$ cat src/inc/spi_slave_consts.vh
// Constants shared by the serial slave engine and its helpers.
`ifndef SPI_SLAVE_CONSTS_VH
`define SPI_SLAVE_CONSTS_VH

// =====================================================================
// Data path widths
`define BYTE_W          8
`define BYTE_MSB        7
`define BYTE_ZERO       8'h00
`define CNT_W           3
`define CNT_ZERO        3'h0
`define CNT_ONE         3'h1
`define CNT_LAST        3'h7

// =====================================================================
// Receive FIFO shape
`define FIFO_DEPTH      16
`define FIFO_AW         4
`define FIFO_CW         5

// =====================================================================
// Slave select mode codes {upper, lower}
`define SELMODE_3WIRE   2'h0
`define SELMODE_4WIRE   2'h1

// =====================================================================
// Flag positions in flag_clear
`define FLAG_DONE       0
`define FLAG_WRITE_COLLISION_FLAG       1
`define FLAG_MODE_FAULT_FLAG       2
`define FLAG_OVRN       3
`define FLAG_W          4

// =====================================================================
// Synchronised pin positions
`define PIN_SCK         0
`define PIN_MOSI        1
`define PIN_SEL         2
`define PIN_W           3

`endif

$ cat src/design/pin_sync.v
// Two-stage synchroniser for a group of asynchronous input pins.
`timescale 1ns/1ps
module pin_sync #(
    parameter W = 1
) (
    // Clock, reset and enable
    input  wire         clk,
    input  wire         rstn,
    input  wire         ce,
    // Pins in and synchronised levels out
    input  wire [W-1:0] pin,
    output reg  [W-1:0] level
);
    reg [W-1:0] stage1;

    // =================================================================
    // Synchroniser
    always @(posedge clk or negedge rstn) begin
        if (!rstn) begin
            stage1 <= {W{1'b0}};
            level  <= {W{1'b0}};
        end else if (ce) begin
            stage1 <= pin;
            level  <= stage1;
        end
    end
endmodule

$ cat src/design/rx_fifo.v
// Receive FIFO with registered output stage and valid/ready on both sides.
`timescale 1ns/1ps
`include "spi_slave_consts.vh"
module rx_fifo #(
    parameter W  = `BYTE_W,
    parameter D  = `FIFO_DEPTH,
    parameter AW = `FIFO_AW,
    parameter CW = `FIFO_CW
) (
    // Clock, reset and enable
    input  wire         clk,
    input  wire         rstn,
    input  wire         ce,
    input  wire         flush,
    // Filling side
    input  wire         in_valid,
    input  wire [W-1:0] in_data,
    output wire         in_ready,
    // Draining side
    output reg          out_valid,
    output reg  [W-1:0] out_data,
    input  wire         out_ready
);
    reg [W-1:0]  mem [0:D-1];
    reg [AW-1:0] wr_ptr;
    reg [AW-1:0] rd_ptr;
    reg [CW-1:0] count;
    wire         push;
    wire         pop;
    wire         head_free;

    // The output stage holds a word too, so it counts toward the depth.
    assign in_ready  = (count != D[CW-1:0]) &&
                       !((count == D[CW-1:0] - 1'b1) && out_valid && !out_ready);
    assign push      = in_valid && in_ready;
    assign head_free = !out_valid || out_ready;
    assign pop       = head_free && (count != {CW{1'b0}});

    // =================================================================
    // Storage
    always @(posedge clk) begin
        if (ce && push) begin
            mem[wr_ptr] <= in_data;
        end
    end

    // =================================================================
    // Pointers, fill count and output stage
    always @(posedge clk or negedge rstn) begin
        if (!rstn) begin
            wr_ptr    <= {AW{1'b0}};
            rd_ptr    <= {AW{1'b0}};
            count     <= {CW{1'b0}};
            out_valid <= 1'b0;
            out_data  <= {W{1'b0}};
        end else if (ce) begin
            if (flush) begin
                wr_ptr    <= {AW{1'b0}};
                rd_ptr    <= {AW{1'b0}};
                count     <= {CW{1'b0}};
                out_valid <= 1'b0;
            end else begin
                if (push) begin
                    wr_ptr <= wr_ptr + 1'b1;
                end
                if (pop) begin
                    rd_ptr   <= rd_ptr + 1'b1;
                    out_data <= mem[rd_ptr];
                end
                if (head_free) begin
                    out_valid <= pop;
                end
                if (push && !pop) begin
                    count <= count + 1'b1;
                end else if (pop && !push) begin
                    count <= count - 1'b1;
                end
            end
        end
    end
endmodule

$ cat src/design/spi_slave_engine.v
// Serial peripheral slave engine with event flags and a receive FIFO.
// Notes on behaviour
// Slave operation whenever port enabled and master enable clear; the code leaves the slave inactive in select modes 10 and 11.
// Master drives the serial clock; bits shift in and out under it.
// Count clock edges; after eight bits set done and store the byte.
// Reading the data register returns the receive buffer.
// Slave never starts a transfer by itself.
// Data writes go to transmit buffer; empty shift register takes it at once.
// Busy shift register takes the buffered byte after the last edge.
// Select mode 01 gives 4-wire slave operation, the default.
// In 4-wire mode select low activates the slave, high deactivates.
// In 4-wire mode select falling edge clears the bit counter.
// Master lowers select two system clocks before first clock edge.
// Select mode 00 gives 3-wire operation; select input ignored.
// In 3-wire mode this must be the only slave on the bus.
// In 3-wire mode only toggling port enable clears the counter.
// Four event flags are set by hardware, cleared only by software.
// Byte done flag sets at end of every byte, in all modes; the code never sets it in select modes 10 and 11.
// Write with full transmit buffer sets collision and is dropped.
// Multi-master low select sets mode fault, clears both enables.
// Transfer into full receive buffer sets overrun, new byte lost.
// Polarity bit sets clock idle level: 0 low, 1 high.
// Phase bit: 0 samples first edge, 1 samples second edge.
// Busy bit reads 1 while a transfer is in progress.
// Bytes travel most significant bit first both ways.
// Select input is synchronised before any use.
`timescale 1ns/1ps
`include "spi_slave_consts.vh"
module spi_slave_engine (
    // Clock, reset and enable
    input  wire                clk,
    input  wire                rstn,
    input  wire                ce,
    // Control write: loads the enable, mode and clock bits below
    input  wire                ctrl_write,
    input  wire                port_enable_bit,
    input  wire                master_enable_bit,
    input  wire                clock_phase_bit,
    input  wire                clock_polarity_bit,
    input  wire                select_mode_upper_bit,
    input  wire                select_mode_lower_bit,
    // Control state as held
    output reg                 port_enable_state,
    output reg                 master_enable_state,
    // Data register write
    input  wire                tx_write,
    input  wire [`BYTE_MSB:0]  tx_data,
    // Data register read (receive buffer head)
    output wire                rx_valid,
    output wire [`BYTE_MSB:0]  rx_data,
    input  wire                rx_read,
    // Flags and status
    input  wire [`FLAG_W-1:0]  flag_clear,
    output reg                 byte_done_flag,
    output reg                 write_collision_flag,
    output reg                 mode_fault_flag,
    output reg                 receive_overrun_flag,
    output reg                 transfer_busy_bit,
    output reg                 shift_empty,
    output reg                 slave_selected,
    // Serial pins
    input  wire                sck,
    input  wire                mosi,
    input  wire                sel_n,
    output reg                 miso_out,
    output reg                 miso_oe_n
);
    reg                  phase;
    reg                  polarity;
    reg  [1:0]           sel_mode;
    wire [`PIN_W-1:0]    pins;
    reg                  sck_prev;
    reg                  sel_prev;
    reg  [`CNT_W-1:0]    bit_count;
    reg                  ending;
    reg  [`BYTE_MSB:0]   rx_shift;
    reg  [`BYTE_MSB:0]   tx_shift;
    reg                  shift_full;
    reg  [`BYTE_MSB:0]   tx_buf;
    reg                  tx_buf_full;

    wire sck_s;
    wire mosi_s;
    wire sel_s;
    wire mode_4wire;
    wire mode_3wire;
    wire slave_on;
    wire active;
    wire sck_edge;
    wire lead_edge;
    wire sample_edge;
    wire launch_edge;
    wire last_edge;
    wire sel_fall;
    wire fault;
    wire write_collision_flag_set;
    wire direct_load;
    wire ovrn_set;
    wire fifo_in_ready;
    wire [`BYTE_MSB:0] rx_byte;

    // =================================================================
    // Pin synchronisers
    pin_sync #(
        .W     (`PIN_W)
    ) u_sync (
        .clk   (clk),
        .rstn  (rstn),
        .ce    (ce),
        // Select enters inverted so the reset level of the flops matches its idle level.
        .pin   ({~sel_n, mosi, sck}),
        .level (pins)
    );

    assign sck_s  = pins[`PIN_SCK];
    assign mosi_s = pins[`PIN_MOSI];
    assign sel_s  = ~pins[`PIN_SEL];

    // =================================================================
    // Mode decode and edge detection
    assign mode_4wire = (sel_mode == `SELMODE_4WIRE);
    assign mode_3wire = (sel_mode == `SELMODE_3WIRE);
    assign slave_on   = port_enable_state && !master_enable_state;
    // Select ignored in 3-wire mode; other codes are master-only.
    assign active     = slave_on && (mode_3wire || (mode_4wire && !sel_s));
    assign sck_edge   = (sck_s != sck_prev);
    // Leading edge leaves the idle level chosen by the polarity bit.
    assign lead_edge   = sck_edge && (sck_prev == polarity);
    assign sample_edge = active && (phase ? (sck_edge && !lead_edge) : lead_edge);
    assign launch_edge = active && (phase ? lead_edge : (sck_edge && !lead_edge));
    // Phase 1 ends on the eighth sample; phase 0 on the edge after it.
    assign last_edge = phase ? (sample_edge && (bit_count == `CNT_LAST)) : (launch_edge && ending);
    assign sel_fall  = slave_on && mode_4wire && sel_prev && !sel_s;
    assign fault     = port_enable_state && master_enable_state && mode_4wire && !sel_s;
    assign rx_byte   = phase ? {rx_shift[`BYTE_MSB-1:0], mosi_s} : rx_shift;
    assign ovrn_set  = last_edge && !fifo_in_ready;
    assign write_collision_flag_set  = tx_write && tx_buf_full;
    assign direct_load = tx_write && !tx_buf_full && !shift_full && !transfer_busy_bit;

    // =================================================================
    // Receive FIFO: the receive buffer seen by software
    rx_fifo #(
        .W         (`BYTE_W),
        .D         (`FIFO_DEPTH),
        .AW        (`FIFO_AW),
        .CW        (`FIFO_CW)
    ) u_rx (
        .clk       (clk),
        .rstn      (rstn),
        .ce        (ce),
        .flush     (!port_enable_state),
        .in_valid  (last_edge && fifo_in_ready),
        .in_data   (rx_byte),
        .in_ready  (fifo_in_ready),
        .out_valid (rx_valid),
        .out_data  (rx_data),
        .out_ready (rx_read)
    );

    // =================================================================
    // Control state
    always @(posedge clk or negedge rstn) begin
        if (!rstn) begin
            port_enable_state   <= 1'b0;
            master_enable_state <= 1'b0;
            phase               <= 1'b0;
            polarity            <= 1'b0;
            sel_mode            <= `SELMODE_4WIRE;
        end else if (ce) begin
            if (fault) begin
                port_enable_state   <= 1'b0;
                master_enable_state <= 1'b0;
            end else if (ctrl_write) begin
                port_enable_state   <= port_enable_bit;
                master_enable_state <= master_enable_bit;
                phase               <= clock_phase_bit;
                polarity            <= clock_polarity_bit;
                sel_mode            <= {select_mode_upper_bit, select_mode_lower_bit};
            end
        end
    end

    // =================================================================
    // Bit counter and shift registers
    always @(posedge clk or negedge rstn) begin
        if (!rstn) begin
            sck_prev  <= 1'b0;
            sel_prev  <= 1'b1;
            bit_count <= `CNT_ZERO;
            ending    <= 1'b0;
            rx_shift  <= `BYTE_ZERO;
        end else if (ce) begin
            sck_prev <= sck_s;
            sel_prev <= sel_s;
            // Disabling the port is the only counter reset in 3-wire mode.
            if (!port_enable_state || sel_fall) begin
                bit_count <= `CNT_ZERO;
                ending    <= 1'b0;
            end else begin
                if (sample_edge) begin
                    rx_shift  <= {rx_shift[`BYTE_MSB-1:0], mosi_s};
                    bit_count <= bit_count + `CNT_ONE;
                    if (!phase && bit_count == `CNT_LAST) begin
                        ending <= 1'b1;
                    end
                end
                if (last_edge) begin
                    ending <= 1'b0;
                end
            end
        end
    end

    // =================================================================
    // Transmit buffer, shift register and output pin
    always @(posedge clk or negedge rstn) begin
        if (!rstn) begin
            tx_buf      <= `BYTE_ZERO;
            tx_buf_full <= 1'b0;
            tx_shift    <= `BYTE_ZERO;
            shift_full  <= 1'b0;
            miso_out    <= 1'b0;
        end else if (ce) begin
            if (!port_enable_state) begin
                tx_buf_full <= 1'b0;
                shift_full  <= 1'b0;
            end else if (direct_load) begin
                shift_full <= 1'b1;
                if (phase) begin
                    tx_shift <= tx_data;
                end else begin
                    miso_out <= tx_data[`BYTE_MSB];
                    tx_shift <= {tx_data[`BYTE_MSB-1:0], 1'b0};
                end
            end else begin
                if (tx_write && !tx_buf_full) begin
                    tx_buf      <= tx_data;
                    tx_buf_full <= 1'b1;
                end
                if (last_edge) begin
                    shift_full <= tx_buf_full;
                    if (tx_buf_full) begin
                        tx_buf_full <= 1'b0;
                        if (phase) begin
                            tx_shift <= tx_buf;
                        end else begin
                            miso_out <= tx_buf[`BYTE_MSB];
                            tx_shift <= {tx_buf[`BYTE_MSB-1:0], 1'b0};
                        end
                    end else begin
                        tx_shift <= `BYTE_ZERO;
                    end
                end else if (launch_edge) begin
                    miso_out <= tx_shift[`BYTE_MSB];
                    tx_shift <= {tx_shift[`BYTE_MSB-1:0], 1'b0};
                end
            end
        end
    end

    // =================================================================
    // Event flags: a set in the same cycle as a clear wins
    always @(posedge clk or negedge rstn) begin
        if (!rstn) begin
            byte_done_flag       <= 1'b0;
            write_collision_flag <= 1'b0;
            mode_fault_flag      <= 1'b0;
            receive_overrun_flag <= 1'b0;
        end else if (ce) begin
            byte_done_flag       <= last_edge || (byte_done_flag && !flag_clear[`FLAG_DONE]);
            write_collision_flag <= write_collision_flag_set || (write_collision_flag && !flag_clear[`FLAG_WRITE_COLLISION_FLAG]);
            mode_fault_flag      <= fault || (mode_fault_flag && !flag_clear[`FLAG_MODE_FAULT_FLAG]);
            receive_overrun_flag <= ovrn_set || (receive_overrun_flag && !flag_clear[`FLAG_OVRN]);
        end
    end

    // =================================================================
    // Status and pin enable
    always @(posedge clk or negedge rstn) begin
        if (!rstn) begin
            transfer_busy_bit <= 1'b0;
            shift_empty       <= 1'b1;
            slave_selected    <= 1'b0;
            miso_oe_n         <= 1'b1;
        end else if (ce) begin
            // Busy follows the counter, so it only rises on a master edge.
            transfer_busy_bit <= port_enable_state && !last_edge &&
                                 (sample_edge || bit_count != `CNT_ZERO || ending);
            shift_empty       <= !(shift_full || direct_load) || master_enable_state;
            slave_selected    <= !sel_s;
            miso_oe_n         <= !active;
        end
    end
endmodule

$ cat config.mk
export PLATFORM = sky130hd
export DESIGN_NAME = spi_slave_engine
export DESIGN_NICKNAME = d
export VERILOG_FILES = /design/src/design/pin_sync.v /design/src/design/rx_fifo.v /design/src/design/spi_slave_engine.v
export VERILOG_INCLUDE_DIRS = /design/src /design/src/inc
export SDC_FILE = /design/constraint.sdc
export NUM_CORES = 1
export LEC_CHECK = 0
export ABC_AREA = 1
export BUFFER_PORTS_ARGS = -buffer_cell sky130_fd_sc_hd__buf_2
export CAP_MARGIN = 20
export CORE_MARGIN = 2
export CORE_UTILIZATION = 45
export DETAILED_ROUTE_END_ITERATION = 10
export PLACE_DENSITY_LB_ADDON = 0.12
export SYNTH_ARGS = -nofsm -noshare
export SYNTH_HDL_FRONTEND = slang
export SYNTH_HIERARCHICAL = 1
export SYNTH_SLANG_ARGS = --single-unit
$ cat constraint.sdc
create_clock -name clk -period 3.4 [get_ports clk]
set_clock_uncertainty 0.05 [all_clocks]
set_input_delay 0 -clock clk [delete_from_list [all_inputs] [get_ports clk]]
set_output_delay 0 -clock clk [all_outputs]
set_load 0.05 [all_outputs]
==> reports/summary.txt, run 1 <==
# placed instances - 1,224
drt pass-1 iters - 7
unrepaired setup endpoints after global routing - no
area leader, netlist - edfxtp_1
port bufs - 46
Worst Path Arrival - 3.03 ns
Core Area - 0.0203 mm^2
Post-Place Worst Slack - 0.463 ns
CP cell instances - inv_2 -> nor2_4 -> nand3_4 -> nor2_2 -> nand2_2 -> nand2_2 -> inv_2 -> nor2_1 -> nand3_2 -> nor2_4 -> nand2_1 -> nor2_1
DR DRC count - 0
CP bufs+invs - 2
Crit-path slowest cell - nor2_1
Die Height - 148 um
clock buffer count from CTS - 22
Clock Tree Buf Depth - 3
placed wire-length estimate - 13.8 mm
H-Tree Depth - 1
share of cells above drive strength 1 - 0.138
vias in the first global route - 6,658
Slew Limit Fails - 0
largest stage delay on the critical path - 0.59 ns
Async SR Flop Fraction - 0.369
Post-synth top cells - nand2_1 (214), nor2_1 (139), edfxtp_1 (128), dfrtp_1 (71), o21ai_0 (63)
Fin Hold WS - 0.0388 ns
register area - 0.00573 mm^2
initial antenna violation count - 0
Yosys warnings - 6
final wirelength - 21.8 mm
Tcrit/Tclk final - 0.871
Row Count - 52
Least-Margin Pin Slew - 0.981 ns
delay-heaviest family, CP - simple AND/OR/NAND/NOR gates
fmax - 0.338 GHz
multi-input logic area - 0.00309 mm^2
Max FO, Critical Path - 11
P_leak - 4.51 nW
Root Driver - clkbuf_16
Power Density - 679 mW/mm^2
Slew Limit Headroom - 0.346
routed len/inst - 16.7 um
CTS tree - yes
Netlist cell types - 45
fin crit period - 2.96 ns
area delta synth->final - 16.3%
total number of vias - 6,747
Routed Antenna Nets - 0
Worst setup EP type - flop
fin nets - 1,058
drt initial violations - 454
critical path required time - 3.47 ns
Area contributors post-synth - edfxtp_1 (41%), dfrtp_1 (19%), nand2_1 (8.6%), nor2_1 (5.6%), o21ai_0 (3.4%)
Max Cap Viol - 0
filler cell count - 1,866
Clock Latency Late Sink - 0.51 ns
Via-to-Cell Ratio - 5.17
status - finished clean
top cell type's share of synthesized area - 0.412
final setup violation count - 0
Post-synth EDFFs - 128
Main synth FF type - edfxtp_1
num ports - 47
Clock transition at path regs - 0.06 ns
top-count cell post-synth - nand2_1
Final Hold Fails - 0
Die Wd - 148 um
critical path launch point type - flop
largest net degree at the start of global routing - 76
Diodes inserted - 0
Setup Total Neg Slack - 0 ns
GRT Residual Overflow - 0
final setup margin - 0.440 ns
Setup CP Type - flop to flop
Yosys reg bits - 203
post-CTS setup buffer count - 0
Post-Syn Area - 0.00934 mm^2
initial core utilization - 0.460
sequential area share after synthesis - 0.613
Clock Sinks - 203
Global Route Usage Sum - 0.205
Post-Synthesis Cells - 930
global-route wire length before repair - 35.6 mm
Min-Delay Path Class - input port to flop
final non-filler cell total - 1,304
Peak VDD IR - 0.412 mV
Avg Cell Area, Syn - 10.0 um^2
die area - 0.0219 mm^2
Final GP Congestion - 0.850
Mapped Nets - 970
## path summary, 6_finish.rpt
path                                               start                         end  slack (ns)  cells after the start
setup reg to reg           port_enable_state$_DFFE_PN0P_    u_rx/mem[2][2]$_DFFE_PP_        0.44                     12
hold / removal                                ctrl_write     sel_mode[1]$_DFFE_PN0P_        0.04                      4
min in group asynchronous                           rstn       tx_buf[2]$_DFFE_PN0P_        0.11                      2
max in group asynchronous                           rstn  u_rx/rd_ptr[1]$_DFFE_PN0P_        2.45                      2
hold reg to reg                       ending$_DFFE_PN0P_          ending$_DFFE_PN0P_        0.42                      2
setup / recovery           port_enable_state$_DFFE_PN0P_    u_rx/mem[2][2]$_DFFE_PP_        0.44                     12
## cell usage in the layout (no fill, tap or decap), types with 4 or more instances in the layout
cell type        n
a211oi_1         7
o221ai_1         6
clkbuf_16       23
nor2_1         139
buf_2           45
a21oi_1         14
buf_4           21
ha_1            12
o211ai_1        28
inv_1           52
o21ai_0         56
edfxtp_1       128
clkbuf_1        10
nand2_4          4
nand3_1         40
inv_2            8
nand3_2          5
clkinv_2         4
dlygate4sd3_1   40
o22ai_1          5
nand2_2          8
dfrtp_1         69
dfstp_2          4
o21ai_1         54
nand2_1        214
## worst min-delay path, cell delays in order
cell	delay [ns]
buf_2	0.09
nand2_1	0.06
or2_1	0.29
a21oi_1	0.11
## power breakdown
group	leakage (nW)	switching [mW]	internal (mW)	total [mW]
sequential	2.07	0.200	3.00	3.20
clock	0.329	0.925	1.31	2.24
combinational	2.11	1.32	0.610	1.93
## state kept, by name, summed over array words and instances, names as in the netlist, 2 cells and up
register	count
u_rx/mem	128
rx_shift	8
tx_buf	8
tx_shift	8
u_rx/out_data	8
u_rx/count	5
u_rx/rd_ptr	4
u_rx/wr_ptr	4
bit_count	3
u_sync/level	3
u_sync/stage1	3
sel_mode	2
## stage by stage
stage,instance area [um^2],power (mW),util
finish,10900,7.37,0.535
global route,10900,7.79,0.535
CTS,10900,7.45,0.535
floorplan,9340,4.56,-
detailed placement,9780,5.09,0.482
global placement,9780,5.08,0.482
## timing repair
action | in CTS | in global routing
resized for setup | 0 | 0
hold endpoints to repair | 107 | 0
hold buffers | 40 | 0
## kinds of logic after synthesis
| logic type | synth area share |
|---|---|
| AND/OR/NAND/NOR | 0.198 |
| flip-flops | 0.613 |
| AO/OA/AOI/OAI | 0.109 |
| buffers and inverters | 0.0568 |
| adder cells (fa/ha/maj) | 0.0182 |
| XOR/XNOR | 0.00375 |
| multiplexers | 0.00121 |
## final cells by class
cell class / instances / share of cell area
flip-flops and latches: 203 / 0.528
multi-input cells: 621 / 0.284
repair buffers: 106 / 0.0721
clock buffers: 36 / 0.0603
well taps: 270 / 0.0311
inverters: 64 / 0.0225
clock inverters: 4 / 0.00207
## routing by layer
layer / GRT usage / share of wire
met1: 0.286 / 0.45
met2: 0.328 / 0.47
met3: 0.0364 / 0.055
met4: 0.0643 / 0.028
met5: 0 / 0
Power figures use the tool's default switching activity.
==> run 2: changes to the inputs <==
- ABC_AREA: 1 -> not set
==> reports/summary.txt, run 2 <==
Yosys warnings - 6
Post-synth EDFFs - 128
most flop-heavy register - u_rx/mem
fin nets - 734
status - finished clean
Main synth FF type - edfxtp_1
Final Hold Fails - 0
FF-to-FF path depth - 13
Critical Path Source - bit_count[0]$_DFFE_PN0P_
global-route wire length before repair - 29.9 mm
P_leak - 4.43 nW
Fin Hold WS - 0.118 ns
initial antenna violation count - 0
Mapped Nets - 636
Slew Limit Headroom - 0.391
R2R Path End - u_rx/count[4]$_DFFE_PN0P_
Tcrit/Tclk final - 0.927
Row Count - 51
r2r setup slk - 0.25 ns
unrepaired setup endpoints after global routing - no
Clock Sinks - 203
vias in the first global route - 5,715
Die Wd - 146 um
clock buffer count from CTS - 22
Setup Total Neg Slack - 0 ns
Worst Path Arrival - 3.51 ns
drt pass-1 iters - 4
Routed Antenna Nets - 0
CTS tree - yes
final core occ - 0.553
Largest register FFs - 128
die area - 0.0212 mm^2
Diodes inserted - 0
Peak VDD IR - 0.482 mV
Least-Margin Pin Slew - 0.906 ns
Max FO, Critical Path - 5
Die Height - 146 um
Final GP Congestion - 0.831
commonest non-fill, non-tap cell in the layout - edfxtp_1
initial core utilization - 0.461
Setup CP Type - flop to flop
Yosys reg bits - 203
Max Cap Viol - 0
Root Driver - clkbuf_16
critical path launch point type - flop
GRT Residual Overflow - 0
DR DRC count - 0
Clock Latency Late Sink - 0.49 ns
Post-synth top cells - edfxtp_1 (128), dfrtp_1 (71), mux2_2 (38), nand2_1 (36), mux4_2 (32)
routed len/inst - 18.4 um
FF-to-FF Start - bit_count[0]$_DFFE_PN0P_
H-Tree Depth - 1
drt initial violations - 243
fmax - 0.317 GHz
final setup violation count - 0
largest net degree at the start of global routing - 76
most frequent cells in the layout - edfxtp_1 (128), dfrtp_1 (68), buf_2 (45), mux2_2 (38), nand2_1 (35)
final setup margin - 0.248 ns
final non-filler cell total - 975
Clock transition at path regs - 0.06 ns
Slew Limit Fails - 0
fin crit period - 3.15 ns
crit path to - u_rx/count[4]$_DFFE_PN0P_
final wirelength - 18.0 mm
Netlist cell types - 65
cell area after layout - 0.0108 mm^2
share of cells above drive strength 1 - 0.286
Via-to-Cell Ratio - 5.49
Area contributors post-synth - edfxtp_1 (43%), dfrtp_1 (20%), mux4_2 (8.0%), mux2_2 (4.7%), mux2i_1 (3.3%)
total power - 7.42 mW
Post-Synthesis Cells - 596
critical path required time - 3.76 ns
Post-Place Worst Slack - 0.245 ns
# placed instances - 900
placed wire-length estimate - 11.5 mm
Avg Cell Area, Syn - 15.2 um^2
area delta synth->final - 20.0%
Min-Delay Path Class - input port to flop
Power Density - 685 mW/mm^2
Post-Syn Area - 0.00903 mm^2
port bufs - 46
Core Area - 0.0196 mm^2
top-count cell post-synth - edfxtp_1
sequential area share after synthesis - 0.634
Worst setup EP type - flop
area leader, netlist - edfxtp_1
top cell type's share of synthesized area - 0.426
total number of vias - 5,350
Clock Tree Buf Depth - 3
Placed Area - 0.00966 mm^2
num ports - 47
Global Route Usage Sum - 0.174
Async SR Flop Fraction - 0.369
-- run 2: changes by cell type in the layout (fill, tap and decap cells not counted), moves of 36 or more --
| cell | change |
|---|---|
| nand2_1 | -179 |
| nor2_1 | -110 |
| o21ai_1 | -54 |
| o21ai_0 | -48 |
| mux2_2 | +38 |
| inv_1 | -36 |
-- run 2: worst min-delay path by stage --
stage / startpoint / endpoint / slack, ns / cells past startpoint
3_3_place_gp: rstn / u_sync/stage1[2]$_DFFE_PN0P_ / 0.17 / 1
5_1_grt: rx_read / u_rx/out_valid$_DFFE_PN0P_ / 0.16 / 4
2_1_floorplan: rstn / bit_count[0]$_DFFE_PN0P_ / -0.35 / 0
6_report: rx_read / u_rx/out_valid$_DFFE_PN0P_ / 0.12 / 4
3_5_place_dp: master_enable_bit / master_enable_state$_DFFE_PN0P_ / 0.18 / 2
4_1_cts: rx_read / u_rx/out_valid$_DFFE_PN0P_ / 0.11 / 4
-- run 2: worst max-delay path, cell delays in order, from the launching register on --
cell and delay [ns]:
dfrtp_1 0.39, ha_1 0.17, ha_1 0.22, mux2i_1 0.15, nor2_1 0.20, and2_1 0.21
o221a_1 0.22, nand2_2 0.12, fa_1 0.48, nand3_1 0.10, nand2_1 0.07, and3_1 0.19
or4_1 0.39, o211ai_1 0.10
-- run 2: kinds of logic after synthesis --
group | Yosys count | share of synthesized area
buffers and inverters | 51 | 0.0247
AO/OA/AOI/OAI | 95 | 0.0774
multiplexers | 107 | 0.172
XOR/XNOR | 4 | 0.00388
adder cells (fa/ha/maj) | 13 | 0.0188
AND/OR/NAND/NOR | 123 | 0.0697
flip-flops | 203 | 0.634
-- run 2: timing repair --
| action | CTS | global route |
|---|---|---|
| hold endpoints to repair | 105 | 5 |
| gates resized for setup | 0 | 1 |
| hold buffers | 33 | 1 |
| buffers inserted | 0 | 0 |
| endpoints found under the setup margin | 0 | 1 |
-- run 2: area by class of cell --
cell class	count	area, um^2
inverters	17	63.8
well taps	265	332
multi-input cells	342	3090
clock inverters	14	196
repair buffers	108	808
clock buffers	26	617
flip-flops and latches	203	5730
fillers	1612	8750
-- run 2: power by group --
group          internal (mW)  switching, mW
sequential              2.87          0.211
combinational          0.736          0.990
clock                   1.67          0.940
total                   5.28           2.14
-- run 2: layer usage --
metal | vias to the layer above | GRT usage | part of all wire | wire length, um
met1 | 2712 | 0.230 | 0.45 | 8150
li1 | 2513 | - | - | -
met4 | 0 | 0.0387 | 0.017 | 308
met3 | 28 | 0.0276 | 0.036 | 648
met2 | 97 | 0.304 | 0.49 | 8850
met5 | - | 0 | 0 | 0
==> run 3: changes to the inputs <==
- CELL_PAD_IN_SITES_DETAIL_PLACEMENT: not set -> 1
- CELL_PAD_IN_SITES_GLOBAL_PLACEMENT: not set -> 1
- clock period: 3.4 -> 3 ns (I/O delays scaled with it)
==> reports/summary.txt, run 3 (synthesized netlist as in run 2, its figures left out) <==
Slew Limit Fails - 0
final non-filler cell total - 983
Final GP Congestion - 0.828
Worst setup EP type - flop
initial core utilization - 0.461
H-Tree Depth - 1
Setup Total Neg Slack - 0 ns
Least-Margin Pin Slew - 1.00 ns
Final Hold Fails - 0
final setup violation count - 0
CTS tree - yes
final core occ - 0.552
num ports - 47
DR DRC count - 0
area delta synth->final - 19.7%
port bufs - 46
Die Wd - 146 um
Clock Latency Late Sink - 0.52 ns
largest net degree at the start of global routing - 76
Min-Delay Path Class - input port to flop
Core Area - 0.0196 mm^2
fmax - 0.350 GHz
vias in the first global route - 6,009
Peak VDD IR - 0.421 mV
Fin Hold WS - 0.0304 ns
Clock transition at path regs - 0.06 ns
Die Height - 146 um
routed len/inst - 21.5 um
Largest register FFs - 128
status - finished clean
critical path required time - 3.38 ns
Setup CP Type - flop to flop
most flop-heavy register - u_rx/mem
total power - 8.18 mW
Tcrit/Tclk final - 0.952
Max Cap Viol - 0
Row Count - 51
die area - 0.0212 mm^2
critical path launch point type - flop
Slew Limit Headroom - 0.331
register area - 0.00573 mm^2
clock buffer count from CTS - 23
GRT Residual Overflow - 0
drt pass-1 iters - 4
fin nets - 741
initial antenna violation count - 0
commonest non-fill, non-tap cell in the layout - edfxtp_1
Worst Path Arrival - 3.23 ns
Max FO, Critical Path - 5
P_leak - 4.41 nW
Clock Tree Buf Depth - 3
Global Route Usage Sum - 0.203
multi-input logic area - 0.00317 mm^2
final wirelength - 21.1 mm
global-route wire length before repair - 34.1 mm
Diodes inserted - 0
total number of vias - 5,482
Via-to-Cell Ratio - 5.58
Root Driver - clkbuf_16
# placed instances - 907
drt initial violations - 340
Routed Antenna Nets - 0
filler cell count - 1,919
fin crit period - 2.86 ns
placed wire-length estimate - 13.9 mm
Power Density - 756 mW/mm^2
share of cells above drive strength 1 - 0.305
Clock Sinks - 203
most frequent cells in the layout - edfxtp_1 (128), dfrtp_1 (66), buf_2 (45), mux2_2 (38), buf_4 (36)
## run 3: cell types whose count changed in the layout (fill, tap and decap cells not counted), moves of 4 or more
cell,change
buf_4,+9
clkinv_2,+4
clkbuf_1,+7
bufinv_16,-5
## run 3: critical path, stage by stage, from the launching register on
cell	delay (ns)
dfrtp_1	0.41
and3b_2	0.29
o2111ai_4	0.15
nor2_4	0.14
and2_4	0.16
o221a_4	0.20
nand2_4	0.09
fa_2	0.41
nand3_1	0.09
nand2_1	0.08
and3_1	0.20
or4_1	0.40
o211ai_1	0.09
## run 3: final cells by class
type,instances,share of cell area
sequential,203,0.530
multi-input combinational,342,0.293
timing repair buffer,114,0.0773
clock buffer,31,0.0569
tap,265,0.0307
clock inverter,11,0.00648
inverter,17,0.00590
## run 3: path summary, 6_finish.rpt
path | cells after the start | endpoint | start | slack [ns]
worst max-delay path | 12 | u_rx/count[4]$_DFFE_PN0P_ | sck_prev$_DFFE_PN0P_ | 0.14
worst min-delay path | 4 | polarity$_DFFE_PN0P_ | ctrl_write | 0.03
worst max register to register | 12 | u_rx/count[4]$_DFFE_PN0P_ | sck_prev$_DFFE_PN0P_ | 0.14
worst min register to register | 2 | u_rx/out_data[7]$_DFFE_PN0P_ | u_rx/out_data[7]$_DFFE_PN0P_ | 0.43
max in group asynchronous | 2 | u_rx/out_valid$_DFFE_PN0P_ | rstn | 2.05
min in group asynchronous | 2 | slave_selected$_DFFE_PN0P_ | rstn | 0.16
## run 3: report_power, final
group | internal (mW) | switching (mW) | total (mW)
Combinational | 0.905 | 1.18 | 2.08
Clock | 1.45 | 1.12 | 2.57
Sequential | 3.25 | 0.276 | 3.53
## run 3: timing repair
action,CTS,global route
resized for setup,0,6
endpoints found under the setup margin,0,9
endpoints found under the hold margin,112,0
hold buffers,32,0
setup buffers,0,2
## run 3: metal layers
metal | vias to the layer above | track usage | routed length, um
met5 | - | 0 | 0
met4 | 0 | 0.0554 | 390
met1 | 2852 | 0.271 | 9240
li1 | 2523 | - | -
met3 | 22 | 0.0270 | 768
met2 | 85 | 0.350 | 10700
## run 3: metrics by stage
| stage | setup WS, ns | instance area, um^2 |
|---|---|---|
| global route | -0.00240 | 10800 |
| floorplan | 0.0113 | 9100 |
| finish | 0.144 | 10800 |
| CTS | 0.0172 | 10800 |
| global placement | 0.141 | 9770 |
| detailed placement | 0.0364 | 9770 |
